===== src/pkg/fpm_pkg.sv =====
`default_nettype none
package fpm_pkg;
	// timing
	localparam int CLK_HZ = 50_000_000;
	localparam int RECOVERY_MS = 100;
	localparam int BOOST_UV_MS = 110;
	localparam int RECOVERY_CYCLES = CLK_HZ / 1000 * RECOVERY_MS;
	localparam int BOOST_UV_CYCLES = CLK_HZ / 1000 * BOOST_UV_MS;
	localparam int TMR_W = 23;

	// register offsets
	localparam logic [7:0] ADDR_SUPPLY = 8'h00;
	localparam logic [7:0] ADDR_BOOST = 8'h04;
	localparam logic [7:0] ADDR_LED = 8'h08;
	localparam logic [7:0] ADDR_CTRL = 8'h0c;
	localparam logic [7:0] ADDR_CURRENT = 8'h10;

	// supply status fields
	localparam int S_IN_LOW = 0;
	localparam int S_IN_HIGH = 1;
	localparam int S_SUP_LOW = 2;
	localparam int S_IN_OCP = 3;
	localparam int S_PUMP = 4;
	localparam int S_PUMP_CAP = 5;
	localparam int S_CFG_CHK = 6;
	// boost status fields
	localparam int B_OVP_LOW = 0;
	localparam int B_OVP_HIGH = 1;
	localparam int B_OCP = 2;
	localparam int B_CHAN_RES = 3;
	localparam int B_DIM_RES = 4;
	localparam int B_FREQ_RES = 5;
	localparam int B_REF_SHORT = 6;
	localparam int B_THERMAL = 7;
	localparam logic [7:0] BOOST_IRQ_MASK = 8'hc6;
	// string status fields
	localparam int L_SUMMARY = 0;
	localparam int L_OPEN = 1;
	localparam int L_CHAN = 2;
	// control fields
	localparam int C_LED_INT_EN = 0;

	// reset values, defaults and the reference-short current shift
	localparam logic [11:0] CUR_RST = 12'hfff;
	localparam logic CTRL_LED_INT_RST = 1'h1;
	localparam int CUR_SHORT_SHIFT = 2;
	localparam logic [3:0] CHAN_MASK_DEF = 4'hf;
	localparam logic [1:0] DIM_PHASE_SHIFT = 2'h0;
	localparam logic [6:0] BUS_ADDR_DEF = 7'h3a;
	localparam logic [2:0] CONV_FREQ_400K = 3'h2;
	localparam logic [2:0] DIM_FREQ_305 = 3'h1;

	typedef enum logic [2:0] {
		ST_INIT,
		ST_STARTUP,
		ST_ACTIVE,
		ST_STANDBY,
		ST_RECOVERY
	} fpm_state_t;

	typedef struct packed {
		logic in_low;
		logic in_high;
		logic sup_low;
		logic in_ocp;
		logic pump_low;
		logic ovp_low;
		logic ovp_high;
		logic bleed_high;
		logic conv_under;
		logic thermal;
		logic ref_short;
		logic cyc_lim;
		logic at_max;
		logic [3:0] margin_low;
	} fpm_cmp_t;
endpackage
`default_nettype wire


===== src/pkg/fpm_tmr_if.sv =====
`default_nettype none
interface fpm_tmr_if #(
	parameter int W = 23
);
	logic run;
	logic [W-1:0] limit;
	logic done;
	modport ctl(output run, output limit, input done);
	modport tmr(input run, input limit, output done);
endinterface
`default_nettype wire


===== src/hdl/fpm_timer.sv =====
`default_nettype none
module fpm_timer #(
	parameter int W = 23
) (
	// clock and reset
	input wire logic clk_i,
	input wire logic resetn_i,
	// control
	fpm_tmr_if.tmr t
);
	typedef struct packed {
		logic [W-1:0] cnt;
		logic done;
	} fpm_tmr_st_t;

	fpm_tmr_st_t st;
	fpm_tmr_st_t next_st;
	logic last;

	// counts cycles of run, then holds done until run drops
	always_comb begin
		next_st = '0;
		last = (st.cnt == t.limit - W'(1));
		if (t.run) begin
			next_st.done = last;
			next_st.cnt = last ? st.cnt : st.cnt + W'(1);
		end
	end

	always_ff @(posedge clk_i or negedge resetn_i) begin
		if (!resetn_i) begin
			st <= '0;
		end else begin
			st <= next_st;
		end
	end

	assign t.done = st.done;
endmodule
`default_nettype wire


===== src/hdl/fpm_fault_mgr.sv =====
// The address-and-strobe port and the register offsets were left to the implementer.
`default_nettype none
module fpm_fault_mgr #(
	parameter int RECOVERY_CYCLES = fpm_pkg::RECOVERY_CYCLES,
	parameter int BOOST_UV_CYCLES = fpm_pkg::BOOST_UV_CYCLES
) (
	// clock and reset
	input wire logic clk_i,
	input wire logic resetn_i,
	// register port
	input wire logic [7:0] addr_i,
	input wire logic [31:0] wdata_i,
	input wire logic wr_i,
	input wire logic rd_i,
	output logic [31:0] rdata_o,
	// analog comparators, asynchronous, high means tripped
	input wire logic input_low_sense_pin_i,
	input wire logic input_voltage_sense_pin_i,
	input wire logic logic_supply_low_i,
	input wire logic input_overcurrent_i,
	input wire logic pump_rail_pin_low_i,
	input wire logic converter_feedback_ovp_low_i,
	input wire logic converter_feedback_ovp_high_i,
	input wire logic output_bleed_pin_high_i,
	input wire logic converter_feedback_under_i,
	input wire logic thermal_trip_i,
	input wire logic current_reference_pin_short_i,
	input wire logic cycle_limit_i,
	input wire logic boost_at_max_i,
	input wire logic [3:0] sink_margin_low_i,
	// initialization results, same clock
	input wire logic init_valid_i,
	input wire logic pump_cap_bad_i,
	input wire logic config_load_bad_i,
	input wire logic chan_res_ok_i,
	input wire logic [3:0] chan_mask_i,
	input wire logic dim_res_ok_i,
	input wire logic [1:0] dim_mode_i,
	input wire logic [6:0] bus_addr_i,
	input wire logic converter_frequency_ok_i,
	input wire logic [2:0] converter_frequency_i,
	input wire logic dimming_frequency_ok_i,
	input wire logic [2:0] dimming_frequency_i,
	// power stage control
	output logic boost_en_o,
	output logic fet_en_o,
	output logic pump_en_o,
	output logic boost_switch_o,
	output logic [3:0] led_en_o,
	output logic start_o,
	output logic standby_o,
	output logic recovery_o,
	output logic int_o,
	output logic [11:0] string_current_code_o,
	// latched configuration
	output logic [3:0] chan_mask_o,
	output logic [1:0] dim_mode_o,
	output logic [6:0] bus_addr_o,
	output logic [2:0] converter_frequency_o,
	output logic [2:0] dimming_frequency_o
);
	localparam int TW = fpm_pkg::TMR_W;

	typedef struct packed {
		fpm_pkg::fpm_cmp_t s1;
		fpm_pkg::fpm_cmp_t s2;
		fpm_pkg::fpm_cmp_t s3;
		fpm_pkg::fpm_cmp_t f;
		fpm_pkg::fpm_state_t state;
		logic fresh;
		logic [6:0] sup;
		logic [7:0] bst;
		logic summary;
		logic open_det;
		logic [3:0] chan_flt;
		logic [3:0] dropped;
		logic led_int_en;
		logic [11:0] cur_prog;
		logic pump_off;
		logic [3:0] chan_mask;
		logic [1:0] dim_mode;
		logic [6:0] bus_addr;
		logic [2:0] conv_freq;
		logic [2:0] dim_freq;
		logic power;
		logic pump_en;
		logic boost_sw;
		logic [3:0] led_en;
		logic start;
		logic standby;
		logic recovery;
		logic irq;
		logic [11:0] cur_eff;
		logic [31:0] rdata;
	} fpm_st_t;

	fpm_st_t st;
	fpm_st_t next_st;
	fpm_pkg::fpm_cmp_t cmp;
	logic op;
	logic run;
	logic stby;
	logic rec;
	logic uv_exp;
	logic [3:0] hit;

	fpm_tmr_if #(.W(TW)) tmr_bus();

	fpm_timer #(.W(TW)) u_timer (
		.clk_i(clk_i),
		.resetn_i(resetn_i),
		.t(tmr_bus.tmr)
	);

	// one timer: feedback-under window while active, retry delay in recovery
	assign tmr_bus.run = (st.state == fpm_pkg::ST_ACTIVE && st.f.conv_under) ||
		(st.state == fpm_pkg::ST_RECOVERY && !st.fresh);
	assign tmr_bus.limit = (st.state == fpm_pkg::ST_RECOVERY) ? TW'(RECOVERY_CYCLES) :
		TW'(BOOST_UV_CYCLES);

	function automatic logic irq_of(input logic [6:0] s, input logic [7:0] b,
		input logic sum, input logic en);
		irq_of = (|s) | (|(b & fpm_pkg::BOOST_IRQ_MASK)) | (sum & en);
	endfunction

	always_comb begin
		cmp = '{in_low: input_low_sense_pin_i, in_high: input_voltage_sense_pin_i,
			sup_low: logic_supply_low_i, in_ocp: input_overcurrent_i,
			pump_low: pump_rail_pin_low_i, ovp_low: converter_feedback_ovp_low_i,
			ovp_high: converter_feedback_ovp_high_i, bleed_high: output_bleed_pin_high_i,
			conv_under: converter_feedback_under_i, thermal: thermal_trip_i,
			ref_short: current_reference_pin_short_i, cyc_lim: cycle_limit_i,
			at_max: boost_at_max_i, margin_low: sink_margin_low_i};
		next_st = st;
		next_st.s1 = cmp;
		next_st.s2 = st.s1;
		next_st.s3 = st.s2;
		// a level counts once the second and third stages agree
		next_st.f = fpm_pkg::fpm_cmp_t'((st.s2 & st.s3) | (st.f & (st.s2 | st.s3)));
		next_st.fresh = 1'b0;
		op = (st.state == fpm_pkg::ST_STARTUP) || (st.state == fpm_pkg::ST_ACTIVE);
		run = st.state == fpm_pkg::ST_ACTIVE;
		stby = st.f.in_low | st.f.in_high | st.f.sup_low | st.f.thermal;
		uv_exp = run && st.f.conv_under && tmr_bus.done;
		rec = st.f.in_ocp | (st.f.pump_low & ~st.pump_off) |
			(run & (st.f.ovp_high | st.f.bleed_high | uv_exp));
		hit = '0;

		// host writes; clears come first so a same-cycle set wins
		if (wr_i && addr_i == fpm_pkg::ADDR_SUPPLY) begin
			next_st.sup = st.sup & ~wdata_i[6:0];
		end
		if (wr_i && addr_i == fpm_pkg::ADDR_BOOST) begin
			next_st.bst = st.bst & ~wdata_i[7:0];
		end
		if (wr_i && addr_i == fpm_pkg::ADDR_LED && wdata_i[fpm_pkg::L_SUMMARY]) begin
			next_st.summary = 1'b0;
		end
		if (wr_i && addr_i == fpm_pkg::ADDR_CTRL) begin
			next_st.led_int_en = wdata_i[fpm_pkg::C_LED_INT_EN];
		end
		if (wr_i && addr_i == fpm_pkg::ADDR_CURRENT) begin
			next_st.cur_prog = wdata_i[11:0];
		end

		if (op) begin
			next_st.sup[fpm_pkg::S_IN_LOW] |= st.f.in_low;
			next_st.sup[fpm_pkg::S_IN_HIGH] |= st.f.in_high;
			next_st.sup[fpm_pkg::S_SUP_LOW] |= st.f.sup_low;
			next_st.sup[fpm_pkg::S_IN_OCP] |= st.f.in_ocp;
			next_st.sup[fpm_pkg::S_PUMP] |= st.f.pump_low & ~st.pump_off;
			next_st.bst[fpm_pkg::B_THERMAL] |= st.f.thermal;
			next_st.bst[fpm_pkg::B_REF_SHORT] |= st.f.ref_short;
		end
		if (run) begin
			next_st.bst[fpm_pkg::B_OVP_LOW] |= st.f.ovp_low;
			next_st.bst[fpm_pkg::B_OVP_HIGH] |= st.f.ovp_high | st.f.bleed_high;
			next_st.bst[fpm_pkg::B_OCP] |= uv_exp;
			if (st.f.at_max) begin
				hit = st.f.margin_low & st.chan_mask & ~st.dropped;
			end
		end
		next_st.dropped = st.dropped | hit;
		next_st.chan_flt = st.chan_flt | hit;
		if (|hit) begin
			next_st.open_det = 1'b1;
			next_st.summary = 1'b1;
		end

		unique case (st.state)
			fpm_pkg::ST_INIT: begin
				if (init_valid_i) begin
					// configuration is taken once and never rechecked
					next_st.chan_mask = chan_res_ok_i ? chan_mask_i :
						fpm_pkg::CHAN_MASK_DEF;
					next_st.dim_mode = dim_res_ok_i ? dim_mode_i :
						fpm_pkg::DIM_PHASE_SHIFT;
					next_st.bus_addr = dim_res_ok_i ? bus_addr_i :
						fpm_pkg::BUS_ADDR_DEF;
					next_st.conv_freq = converter_frequency_ok_i ? converter_frequency_i :
						fpm_pkg::CONV_FREQ_400K;
					next_st.dim_freq = dimming_frequency_ok_i ? dimming_frequency_i :
						fpm_pkg::DIM_FREQ_305;
					next_st.bst[fpm_pkg::B_CHAN_RES] |= ~chan_res_ok_i;
					next_st.bst[fpm_pkg::B_DIM_RES] |= ~dim_res_ok_i;
					next_st.bst[fpm_pkg::B_FREQ_RES] |= ~(converter_frequency_ok_i &
						dimming_frequency_ok_i);
					next_st.sup[fpm_pkg::S_CFG_CHK] |= config_load_bad_i;
					next_st.sup[fpm_pkg::S_PUMP_CAP] |= pump_cap_bad_i;
					next_st.sup[fpm_pkg::S_PUMP] |= pump_cap_bad_i;
					next_st.pump_off = pump_cap_bad_i;
					next_st.fresh = pump_cap_bad_i;
					next_st.state = pump_cap_bad_i ? fpm_pkg::ST_RECOVERY :
						fpm_pkg::ST_STARTUP;
				end
			end
			fpm_pkg::ST_STARTUP, fpm_pkg::ST_ACTIVE: begin
				if (stby) begin
					next_st.state = fpm_pkg::ST_STANDBY;
				end else if (rec) begin
					next_st.state = fpm_pkg::ST_RECOVERY;
					next_st.fresh = 1'b1;
				end else begin
					next_st.state = fpm_pkg::ST_ACTIVE;
				end
			end
			fpm_pkg::ST_STANDBY: begin
				if (!stby) begin
					next_st.state = fpm_pkg::ST_STARTUP;
				end
			end
			fpm_pkg::ST_RECOVERY: begin
				if (!st.fresh && tmr_bus.done) begin
					next_st.state = fpm_pkg::ST_STARTUP;
				end
			end
		endcase

		// outputs follow the next state so they change with it
		next_st.power = (next_st.state == fpm_pkg::ST_STARTUP) ||
			(next_st.state == fpm_pkg::ST_ACTIVE);
		next_st.start = (next_st.state == fpm_pkg::ST_STARTUP) &&
			(st.state != fpm_pkg::ST_STARTUP);
		next_st.standby = next_st.state == fpm_pkg::ST_STANDBY;
		next_st.recovery = next_st.state == fpm_pkg::ST_RECOVERY;
		next_st.pump_en = ~next_st.pump_off;
		next_st.led_en = (next_st.state == fpm_pkg::ST_ACTIVE) ?
			(next_st.chan_mask & ~next_st.dropped) : 4'h0;
		next_st.boost_sw = (next_st.state == fpm_pkg::ST_ACTIVE) &&
			!st.f.ovp_low && !st.f.cyc_lim;
		next_st.cur_eff = st.f.ref_short ?
			(st.cur_prog >> fpm_pkg::CUR_SHORT_SHIFT) : st.cur_prog;
		next_st.irq = irq_of(next_st.sup, next_st.bst, next_st.summary,
			next_st.led_int_en);

		next_st.rdata = 32'h0;
		if (rd_i) begin
			unique case (addr_i)
				fpm_pkg::ADDR_SUPPLY: next_st.rdata = {25'h0, st.sup};
				fpm_pkg::ADDR_BOOST: next_st.rdata = {24'h0, st.bst};
				fpm_pkg::ADDR_LED: next_st.rdata = {26'h0, st.chan_flt, st.open_det, st.summary};
				fpm_pkg::ADDR_CTRL: next_st.rdata = {31'h0, st.led_int_en};
				fpm_pkg::ADDR_CURRENT: next_st.rdata = {20'h0, st.cur_eff};
				default: next_st.rdata = 32'h0;
			endcase
		end
	end

	always_ff @(posedge clk_i or negedge resetn_i) begin
		if (!resetn_i) begin
			st <= '0;
			st.cur_prog <= fpm_pkg::CUR_RST;
			st.cur_eff <= fpm_pkg::CUR_RST;
			st.led_int_en <= fpm_pkg::CTRL_LED_INT_RST;
		end else begin
			st <= next_st;
		end
	end

	assign rdata_o = st.rdata;
	assign boost_en_o = st.power;
	assign fet_en_o = st.power;
	assign pump_en_o = st.pump_en;
	assign boost_switch_o = st.boost_sw;
	assign led_en_o = st.led_en;
	assign start_o = st.start;
	assign standby_o = st.standby;
	assign recovery_o = st.recovery;
	assign int_o = st.irq;
	assign string_current_code_o = st.cur_eff;
	assign chan_mask_o = st.chan_mask;
	assign dim_mode_o = st.dim_mode;
	assign bus_addr_o = st.bus_addr;
	assign converter_frequency_o = st.conv_freq;
	assign dimming_frequency_o = st.dim_freq;
endmodule
`default_nettype wire


===== config.mk =====
export PLATFORM = sky130hd
export DESIGN_NAME = fpm_fault_mgr
export DESIGN_NICKNAME = d
export VERILOG_FILES = /design/src/pkg/fpm_pkg.sv /design/src/pkg/fpm_tmr_if.sv /design/src/hdl/fpm_timer.sv /design/src/hdl/fpm_fault_mgr.sv
export SDC_FILE = /design/constraint.sdc
export NUM_CORES = 1
export LEC_CHECK = 0
export ABC_AREA = 0
export BUFFER_PORTS_ARGS = -buffer_cell sky130_fd_sc_hd__buf_4
export CORE_UTILIZATION = 61
export CTS_BUF_LIST = sky130_fd_sc_hd__clkbuf_2
export DETAILED_ROUTE_END_ITERATION = 7
export PLACE_DENSITY = 0.88
export SYNTH_ARGS = -nofsm -noshare
export SYNTH_HDL_FRONTEND = slang
export SYNTH_SLANG_ARGS = --single-unit

===== constraint.sdc =====
create_clock -name clk_i -period 3.95 [get_ports clk_i]
set_input_delay 0.9875 -clock clk_i [delete_from_list [all_inputs] [get_ports clk_i]]
set_output_delay 0.9875 -clock clk_i [all_outputs]
set_load 0.1 [all_outputs]

==> flow_metrics.env, run 1 <==
export IMPL_outcome="complete, no violations"
export IMPL_synth_cells=660
export IMPL_critPathRequiredTime_ns=4.57
export IMPL_finalWirelength_mm=15.5
export IMPL_skew_ns=0.0250
export IMPL_cts_setup_buffers=0
export IMPL_htree_levels=4
export IMPL_fin_hold_ws_ns=0.212
export IMPL_area_growth_pct=11.6
export IMPL_diodes=0
export IMPL_period_needed_ns=2.86
export IMPL_clk_pin_slew_worst_paths_ns=0.24
export IMPL_cp_cell_sequence="nor3b_1 > and3_1 > o311ai_0 > a221oi_2 > nor4b_1"
export IMPL_core_area_sq_um=12300
export IMPL_start_util_pct=63.7
export IMPL_wire_per_inst_microns=16.9
export IMPL_place_hpwl_mm=11.3
export IMPL_swShare_pct=44.5
export IMPL_drc=0
export IMPL_rsz0062_at_grt="false"
export IMPL_grt_pass1_vias=5050
export IMPL_pwr_share_seq_pct=47.1
export IMPL_multi_input_area_sq_um=2450
export IMPL_power_density_nw_per_um2=606
export IMPL_dieArea_sq_um=13300
export IMPL_crit_path_max_incr_delay_ns=0.70
export IMPL_setup_viol=0
export IMPL_layout_drive_gt1_share_pct=30.0
export IMPL_ant_nets=0
export IMPL_vdd_drop_max_mv=0.460
export IMPL_cp_max_fo=16
export IMPL_startpoint_type="register"
export IMPL_drv_cap=0
export IMPL_arrival_ns=3.48
export IMPL_power_total_mw=5.29
export IMPL_synth_edf_count=0
export IMPL_crit_slowest_cell="dfrtp_1"
export IMPL_leakage_nw=3.94
export IMPL_cts_tree="done"
export IMPL_dpl_worst_slack_ns=0.665
export IMPL_critPathKind="register to register"
export IMPL_grt_usage_pct=25.2
export IMPL_worst_slack_ns=1.09
export IMPL_die_w_microns=115
export IMPL_cts_sinks=189
export IMPL_tightest_slew_ns=0.915
export IMPL_async_flop_share_pct=100
export IMPL_hold_violations=0
export IMPL_pwr_share_comb_pct=36.1
export IMPL_grt_ovfl_total=0
export IMPL_r2r_start="st[115]"
export IMPL_dr_total_vias=5138
export IMPL_ff_latch_area_sq_um=4760
export IMPL_netlist_area_sq_um=7810
export IMPL_r2r_end="recovery_o"
export IMPL_rows=40
export IMPL_synthFlopType="dfrtp_1"
export IMPL_yosysSeqAreaShare_pct=60.9
export IMPL_yosysUniqueCellTypes=67
export IMPL_postSynthAreaPerCell_sq_um=11.8
export IMPL_min_path_type="input pin to asynchronous set/reset pin"
export IMPL_nFillCells=860
export IMPL_tns_ns=0
export IMPL_cp_startpoint="st[115]"
export IMPL_antenna_found_initial=0
export IMPL_first_iter_violations=441
export IMPL_cts_hold_buf=0
export IMPL_ff2ff_setup_slack_ns=1.09
export IMPL_nets=826
export IMPL_grt_first_pass_wirelength_mm=25.0
export IMPL_gp_congestion=0.865
export IMPL_fp_dieH_microns=115
export IMPL_cts_root_buffer="clkbuf_2"
export IMPL_clock_path_buffers=2
export IMPL_final_core_util_pct=71.1
export IMPL_vias_per_cell=5.59
export IMPL_first_pass_iters=5
export IMPL_p_clk_share_pct=16.8
export IMPL_slew_headroom_pct=39.0
export IMPL_power_switching_mw=2.35
export IMPL_fin_crit_sh_pct=72.4
export IMPL_grt_max_degree=83
export IMPL_fmax_mhz=350
export IMPL_numPortBuffers=121
export IMPL_maxSlewViolCount=0
export IMPL_rr_worst_depth=5
export IMPL_internal_power_mw=2.94
export IMPL_cp_end_kind="register"
export IMPL_cts_buffers=17
export IMPL_cp_endpoint="recovery_o"
export IMPL_clock_latency_ns=0.73
export IMPL_post_cts_resized=0
export IMPL_io_pins=162
export IMPL_synth_seq_cells=189
export IMPL_yosysWarnings=0
[metrics by stage]
step,cell area (sq um),cells
finish,8720,919
global route,8720,919
CTS,8720,919
detailed placement,8500,887
global placement,8500,887
floorplan,7890,679
[placed cells by master, fill, tap and decap left out, types with 4 or more instances in the layout]
master | Yosys | routed
clkinv_4 | 0 | 4
dfstp_2 | 25 | 25
a21o_1 | 5 | 5
a31oi_1 | 11 | 11
mux2_2 | 23 | 23
maj3_1 | 17 | 17
nor4_1 | 10 | 10
or2_2 | 6 | 6
and3_1 | 8 | 8
or3_1 | 6 | 6
o21ai_0 | 10 | 10
nor2b_1 | 5 | 5
conb_1 | 1 | 20
clkbuf_2 | 0 | 17
nand2b_1 | 6 | 6
a222oi_1 | 6 | 6
inv_1 | 23 | 23
and2_1 | 4 | 4
nor3_1 | 11 | 11
nand3b_1 | 5 | 5
nand4_1 | 10 | 10
xor2_1 | 9 | 9
o21bai_1 | 6 | 6
a22o_1 | 6 | 6
nand2_1 | 53 | 53
dfrtp_1 | 164 | 164
xnor2_1 | 9 | 9
buf_4 | 68 | 128
a21oi_1 | 15 | 15
nor2_1 | 36 | 36
nor3b_1 | 4 | 4
nand3_1 | 26 | 26
[sequential cells by signal (all words and copies together) (netlist names)]
signal,flops
pump_en_o,1
dimming_frequency_o,3
chan_mask_o,4
dim_mode_o,2
string_current_code_o,12
st,77
rdata_o,12
converter_frequency_o,3
led_en_o,4
boost_en_o,1
start_o,1
recovery_o,1
int_o,1
standby_o,1
u_timer.t.done,1
boost_switch_o,1
u_timer.st,23
next_st,34
bus_addr_o,7
[Yosys cell counts, types with 8 or more instances]
library cell / number / area, sq um
a21oi_1: 15 / 75.1
a31oi_1: 11 / 68.8
and3_1: 8 / 50.1
buf_4: 68 / 510
clkbuf_1: 18 / 67.6
dfrtp_1: 164 / 4100
dfstp_2: 25 / 657
inv_1: 23 / 86.3
maj3_1: 17 / 170
mux2_2: 23 / 259
nand2_1: 53 / 199
nand3_1: 26 / 130
nand4_1: 10 / 62.6
nor2_1: 36 / 135
nor3_1: 11 / 55.1
nor4_1: 10 / 62.6
o21ai_0: 10 / 50.1
xnor2_1: 9 / 78.8
xor2_1: 9 / 78.8
[logic make-up (layout without fill, tap and decap cells)]
kind of cell / after synthesis / count (layout) / synth area share [%]
AOI/OAI and AO/OA: 86 / 86 / 8.02
xor gates and xnor gates: 18 / 18 / 2.02
adders and majority gates: 18 / 18 / 2.34
buffers and inverters: 113 / 185 / 8.74
DFF: 189 / 189 / 60.9
muxes: 25 / 25 / 3.63
other: 1 / 20 / 0.0480
and+or+nand+nor: 210 / 210 / 14.3
[worst max-delay path: cells and delay by family (launching register included)]
| kind | cells | cell delay (ns) |
|---|---|---|
| and+or+nand+nor | 3 | 1.15 |
| AOI/OAI and AO/OA | 2 | 0.92 |
| DFF | 1 | 0.70 |
[layer usage]
| layer | part of all wire, % | GRT usage (%) | wire length (microns) |
|---|---|---|---|
| met5 | 0 | 0 | 0 |
| met4 | 1.6 | 8.83 | 246 |
| met3 | 7.0 | 5.69 | 1080 |
| met2 | 49 | 41.2 | 7560 |
| met1 | 43 | 33.4 | 6640 |
[power by group through the flow]
stage	Clock, mW	Combinational, mW	Sequential, mW
after floorplan	0	1.52	2.56
after global placement	0	1.87	2.51
after detailed placement	0	1.91	2.52
after CTS	0.916	1.91	2.49
after global routing	0.993	2.02	2.52
final	0.890	1.91	2.49
[worst min path at each step]
stage	from	endpoint	cells after the start
after floorplan	next_st[151]	next_st[134]	0
after global placement	next_st[158]	next_st[141]	0
after detailed placement	next_st[151]	next_st[134]	0
after CTS	resetn_i	next_st[141]	1
after global routing	resetn_i	next_st[141]	1
final	resetn_i	next_st[141]	1
[area by class of cell]
type | count | share of cell area [%]
clock inverter | 15 | 1.61
clock buffer | 17 | 0.975
sequential | 189 | 54.6
multi-input combinational | 377 | 28.1
inverter | 23 | 0.990
timing repair buffer | 130 | 11.4
tap | 168 | 2.41
Power figures use the tool's default switching activity.
==> inputs of run 2 (changes only) <==
- CORE_UTILIZATION: 61 -> 51
- PLACE_DENSITY: 0.88 -> 0.78
- clock period: 3.95 -> 2.29 ns (I/O delays scaled with it)
==> flow_metrics.env, run 2 (same netlist as run 1, synthesis figures left out) <==
export IMPL_outcome="complete, no violations"
export IMPL_fin_cells=1009
export IMPL_setup_viol=0
export IMPL_drc=0
export IMPL_ant_nets=0
export IMPL_area_growth_pct=22.2
export IMPL_startpoint_type="register"
export IMPL_critPathRequiredTime_ns=1.72
export IMPL_cts_sinks=189
export IMPL_rows=44
export IMPL_grt_busiest_layer="met2"
export IMPL_largest_reg_flops=77
export IMPL_grt_pass1_vias=5541
export IMPL_layout_drive_gt1_share_pct=31.5
export IMPL_tns_ns=0
export IMPL_rr_worst_depth=7
export IMPL_grt_first_pass_wirelength_mm=28.0
export IMPL_skew_ns=0.0360
export IMPL_crit_path_max_incr_delay_ns=0.63
export IMPL_rsz0062_at_grt="false"
export IMPL_finalWirelength_mm=16.9
export IMPL_numPortBuffers=121
export IMPL_crit_cells=1
export IMPL_nFillCells=1105
export IMPL_worst_slack_ns=0.100
export IMPL_grt_usage_pct=22.8
export IMPL_leakage_nw=4.33
export IMPL_wire_per_inst_microns=16.8
export IMPL_cts_root_buffer="clkbuf_2"
export IMPL_place_hpwl_mm=11.9
export IMPL_layout_commonest_cell="dfrtp_1"
export IMPL_largest_register="st"
export IMPL_drv_cap=0
export IMPL_gp_congestion=0.863
export IMPL_fp_dieH_microns=126
export IMPL_start_util_pct=53.0
export IMPL_cts_buffers=17
export IMPL_cp_top_family="flip-flops"
export IMPL_cp_startpoint="string_current_code_o[4]"
export IMPL_swShare_pct=43.8
export IMPL_dpl_worst_slack_ns=-0.306
export IMPL_multi_input_area_sq_um=2480
export IMPL_die_w_microns=126
export IMPL_cp_cell_sequence="buf_6"
export IMPL_slew_headroom_pct=38.4
export IMPL_critPathKind="register to output port"
export IMPL_arrival_ns=1.62
export IMPL_grtUsageMet3_pct=5.14
export IMPL_htree_levels=4
export IMPL_clock_latency_ns=0.75
export IMPL_diodes=0
export IMPL_pwr_share_seq_pct=44.0
export IMPL_fmax_mhz=457
export IMPL_final_cell_mix="164 x dfrtp_1, 146 x buf_4, 53 x nand2_1, 41 x dlygate4sd3_1, 36 x nor2_1"
export IMPL_tightest_slew_ns=0.924
export IMPL_vdd_drop_max_mv=0.578
export IMPL_met1_usage_pct=29.5
export IMPL_p_clk_share_pct=18.1
export IMPL_dieArea_sq_um=15800
export IMPL_grt_max_degree=59
export IMPL_cts_tree="done"
export IMPL_hold_violations=0
export IMPL_r2r_start="st[115]"
export IMPL_grt_ovfl_total=0
export IMPL_maxSlewViolCount=0
export IMPL_internal_power_mw=5.39
export IMPL_use_met2_pct=38.4
export IMPL_min_path_type="input pin to register"
export IMPL_first_iter_violations=363
export IMPL_ff2ff_setup_slack_ns=0.11
export IMPL_cp_endpoint="string_current_code_o[4]"
export IMPL_critPathBufInv=1
export IMPL_clk_pin_slew_worst_paths_ns=0.27
export IMPL_io_pins=162
export IMPL_placed_cells=933
export IMPL_power_density_nw_per_um2=1000
export IMPL_fin_crit_sh_pct=95.6
export IMPL_antenna_found_initial=0
export IMPL_ff_latch_area_sq_um=4760
export IMPL_period_needed_ns=2.19
export IMPL_cp_max_fo=2
export IMPL_clock_path_buffers=2
export IMPL_crit_slowest_cell="dfstp_2"
export IMPL_cp_end_kind="output port"
export IMPL_power_switching_mw=4.20
export IMPL_dr_total_vias=5407
export IMPL_power_total_mw=9.59
export IMPL_core_area_sq_um=14800
export IMPL_nets=900
export IMPL_pwr_share_comb_pct=37.9
export IMPL_first_pass_iters=8
export IMPL_r2r_end="boost_switch_o"
export IMPL_vias_per_cell=5.36
export IMPL_final_core_util_pct=64.7
==> run 2: cell count changes in the layout (fill, tap and decap cells not counted), moves of 2 or more <==
cell	change
clkinvlp_4	-2
clkinv_2	-2
buf_6	+11
buf_12	+2
buf_4	+18
a2111oi_4	+2
dlygate4sd3_1	+41
inv_8	+2
==> run 2: how the worst min path moves through the flow <==
stage	end	startpoint	cells past startpoint	slack (ns)
after floorplan	boost_en_o	resetn_i	0	0.28
after global placement	next_st[138]	next_st[155]	0	0.33
after detailed placement	next_st[139]	next_st[156]	0	0.33
after CTS	converter_frequency_o[0]	converter_frequency_i[0]	3	0.002
after global routing	chan_mask_o[2]	chan_mask_i[2]	3	0.004
final	converter_frequency_o[0]	converter_frequency_i[0]	3	0.05
==> run 2: timing repair <==
action	in CTS	in global routing
cloned	1	0
setup buffers	0	3
endpoints found under the setup margin	9	14
hold endpoints to repair	80	3
pin swaps	0	2
hold buffers	38	3
resized for setup	9	9
==> run 2: power by group through the flow <==
stage | logic, mW | registers (mW) | clock network (mW)
global route | 3.84 | 4.28 | 1.92
finish | 3.64 | 4.22 | 1.73
global placement | 3.48 | 4.24 | 0
CTS | 3.63 | 4.21 | 1.78
detailed placement | 3.55 | 4.27 | 0
floorplan | 2.63 | 4.42 | 0
==> run 2: final cells by class <==
| type | count | share of cell area [%] |
|---|---|---|
| clock buffer | 17 | 0.891 |
| clock inverter | 15 | 1.85 |
| inverter | 23 | 0.904 |
| multi-input combinational | 377 | 26.0 |
| sequential | 189 | 49.9 |
| tap | 184 | 2.41 |
| timing repair buffer | 204 | 18.0 |
==> run 2: per-layer routing <==
layer	up-vias	share of wire (%)
li1	2536	-
met3	19	6.3
met5	-	0
met2	202	50
met1	2650	43
met4	0	1.4
==> run 2: through the flow <==
step	instance area [sq um]	hold slack, ns
2_1_floorplan	7910	0.277
3_3_place_gp	8780	0.333
3_5_place_dp	8780	0.335
4_1_cts	9470	0.00231
5_1_grt	9550	0.00432
6_report	9550	0.0541
==> inputs of run 3 (changes only) <==
- CORE_UTILIZATION: 51 -> 52
- SYNTH_HIERARCHICAL: default -> 1
==> flow_metrics.env, run 3 <==
export IMPL_async_flop_share_pct=100
export IMPL_dpl_worst_slack_ns=-0.417
export IMPL_finalWirelength_mm=21.3
export IMPL_largest_register="st"
export IMPL_critPathKind="register to register"
export IMPL_grt_usage_pct=23.9
export IMPL_die_w_microns=132
export IMPL_numPortBuffers=121
export IMPL_yosysMostFrequentCell="dfrtp_1"
export IMPL_critPathBufInv=4
export IMPL_cp_cell_sequence="nor2_4 > nand2_8 > buf_12 > buf_8 > a311o_1 > a31oi_2 > o32ai_4 > nor4_4 > buf_6 > clkbuf_16 > mux2i_1 > nor2_1"
export IMPL_ant_nets=0
export IMPL_fin_cells=1274
export IMPL_crit_path_max_incr_delay_ns=0.47
export IMPL_synth_area_top_cells="dfrtp_1 46%, dfstp_2 7.4%, buf_4 5.8%, mux2_2 3.2%, nand2_1 2.5%"
export IMPL_yosysSeqAreaShare_pct=53.9
export IMPL_vdd_drop_max_mv=0.552
export IMPL_area_growth_pct=29.4
export IMPL_grt_first_pass_wirelength_mm=32.5
export IMPL_nets=1131
export IMPL_fp_dieH_microns=132
export IMPL_setup_viol=24
export IMPL_synth_edf_count=0
export IMPL_slew_headroom_pct=67.2
export IMPL_hold_violations=0
export IMPL_yosysWarnings=6
export IMPL_arrival_ns=3.45
export IMPL_fmax_mhz=360
export IMPL_layout_drive_gt1_share_pct=33.6
export IMPL_outcome="finished, violations left"
export IMPL_diodes=0
export IMPL_grt_max_degree=57
export IMPL_first_iter_violations=482
export IMPL_layout_commonest_cell="buf_4"
export IMPL_antenna_found_initial=0
export IMPL_drv_cap=0
export IMPL_rows=47
export IMPL_cp_top_family="simple AND/OR/NAND/NOR gates"
export IMPL_synth_top_area_share_pct=46.5
export IMPL_synth_cells=794
export IMPL_dr_total_vias=6876
export IMPL_leakage_nw=5.06
export IMPL_synth_common_cells="164 x dfrtp_1, 68 x buf_4, 59 x nand2_1"
export IMPL_clk_pin_slew_worst_paths_ns=0.26
export IMPL_clock_latency_ns=0.77
export IMPL_period_needed_ns=2.78
export IMPL_synthFlopType="dfrtp_1"
export IMPL_htree_levels=4
export IMPL_nFillCells=1211
export IMPL_yosysUniqueCellTypes=78
export IMPL_cp_end_kind="register"
export IMPL_tns_ns=-8.47
export IMPL_fin_crit_sh_pct=121
export IMPL_grt_ovfl_total=0
export IMPL_cts_buffers=17
export IMPL_final_cell_mix="181 x buf_4, 163 x dfrtp_1, 61 x conb_1, 58 x dlygate4sd3_1, 57 x nand2_1"
export IMPL_skew_ns=0.0270
export IMPL_fin_hold_ws_ns=0.0962
export IMPL_cp_max_fo=8
export IMPL_placed_cells=1171
export IMPL_grt_pass1_vias=6620
export IMPL_netlist_area_sq_um=8830
export IMPL_rsz0062_at_grt="true"
export IMPL_cts_root_buffer="clkbuf_2"
export IMPL_violations="setup timing"
export IMPL_maxSlewViolCount=0
export IMPL_postSynthAreaPerCell_sq_um=11.1
export IMPL_cts_tree="done"
export IMPL_startpoint_type="register"
export IMPL_cts_sinks=189
export IMPL_dieArea_sq_um=17500
export IMPL_crit_slowest_cell="dfrtp_1"
export IMPL_min_path_type="input pin to register"
export IMPL_core_area_sq_um=16600
export IMPL_synth_seq_cells=189
export IMPL_synth_top_area_cell="dfrtp_1"
export IMPL_first_pass_iters=6
export IMPL_power_density_nw_per_um2=867
export IMPL_drc=0
export IMPL_tightest_slew_ns=0.488
export IMPL_io_pins=162
export IMPL_clock_path_buffers=2
export IMPL_critPathRequiredTime_ns=2.96
export IMPL_place_hpwl_mm=14.1
export IMPL_worst_slack_ns=-0.486
export IMPL_vias_per_cell=5.40
export IMPL_largest_reg_flops=77
export IMPL_start_util_pct=53.3
export IMPL_wire_per_inst_microns=16.7
export IMPL_gp_congestion=0.872
-- run 3: stage by stage --
stage	util, %	total power [mW]	cell area (sq um)
finish	68.9	9.91	11400
CTS	66.7	9.80	11100
detailed placement	61.9	8.14	10300
global placement	61.9	8.08	10300
floorplan	-	7.39	9170
global route	68.9	10.3	11400
-- run 3: path summary, 6_finish.rpt --
kind | slack, ns | end | startpoint | cells past startpoint
worst max register to register | -0.49 | u_timer/st[2] | st[114] | 12
worst min register to register | 0.38 | next_st[144] | next_st[161] | 0
max in group asynchronous | 1.32 | st[77] | resetn_i | 3
min in group asynchronous | 0.26 | st[143] | resetn_i | 2
worst min-delay path | 0.1 | st[77] | wdata_i[2] | 2
worst max-delay path | -0.49 | u_timer/st[2] | st[114] | 12
-- run 3: report_power, final --
group          internal (mW)  leakage (nW)  switching (mW)  total [mW]
sequential              3.89          2.25           0.364        4.26
combinational           1.26          2.68            2.89        4.15
clock                  0.316         0.130            1.19        1.50
-- run 3: cell families (layout without fill, tap and decap cells) --
logic type	after synthesis	count (layout)	share of synthesized area, %
buf+inv	123	324	8.60
flops	189	189	53.9
other cells	2	61	0.0850
xor+xnor	27	27	2.68
compound gates	129	129	10.2
fa+ha+maj	19	19	2.21
mux	36	36	4.63
simple gates	269	269	17.7
-- run 3: timing repair --
action,4_1_cts,5_1_grt
resized for setup,10,50
gates cloned,0,5
endpoints found under the setup margin,28,45
setup buffers,1,8
endpoints found under the hold margin,97,3
hold buffers,55,3
pin swaps,8,16
-- run 3: area by class of cell --
class	count	area (sq um)	area share (%)
flip-flops and latches	189	4760	41.7
well taps	220	275	2.41
clock buffers	18	90.1	0.788
multi-input cells	541	3770	33.0
inverters	25	97.6	0.854
repair buffers	268	2320	20.3
clock inverters	13	106	0.931
-- run 3: metal layers --
layer	track usage, %	up-vias	share of wire [%]	wire (microns)
met2	40.1	239	51	10800
met3	4.96	29	5.2	1100
li1	-	3217	-	-
met4	8.56	0	1.8	385
met1	30.8	3391	42	9030
met5	0	-	0	0
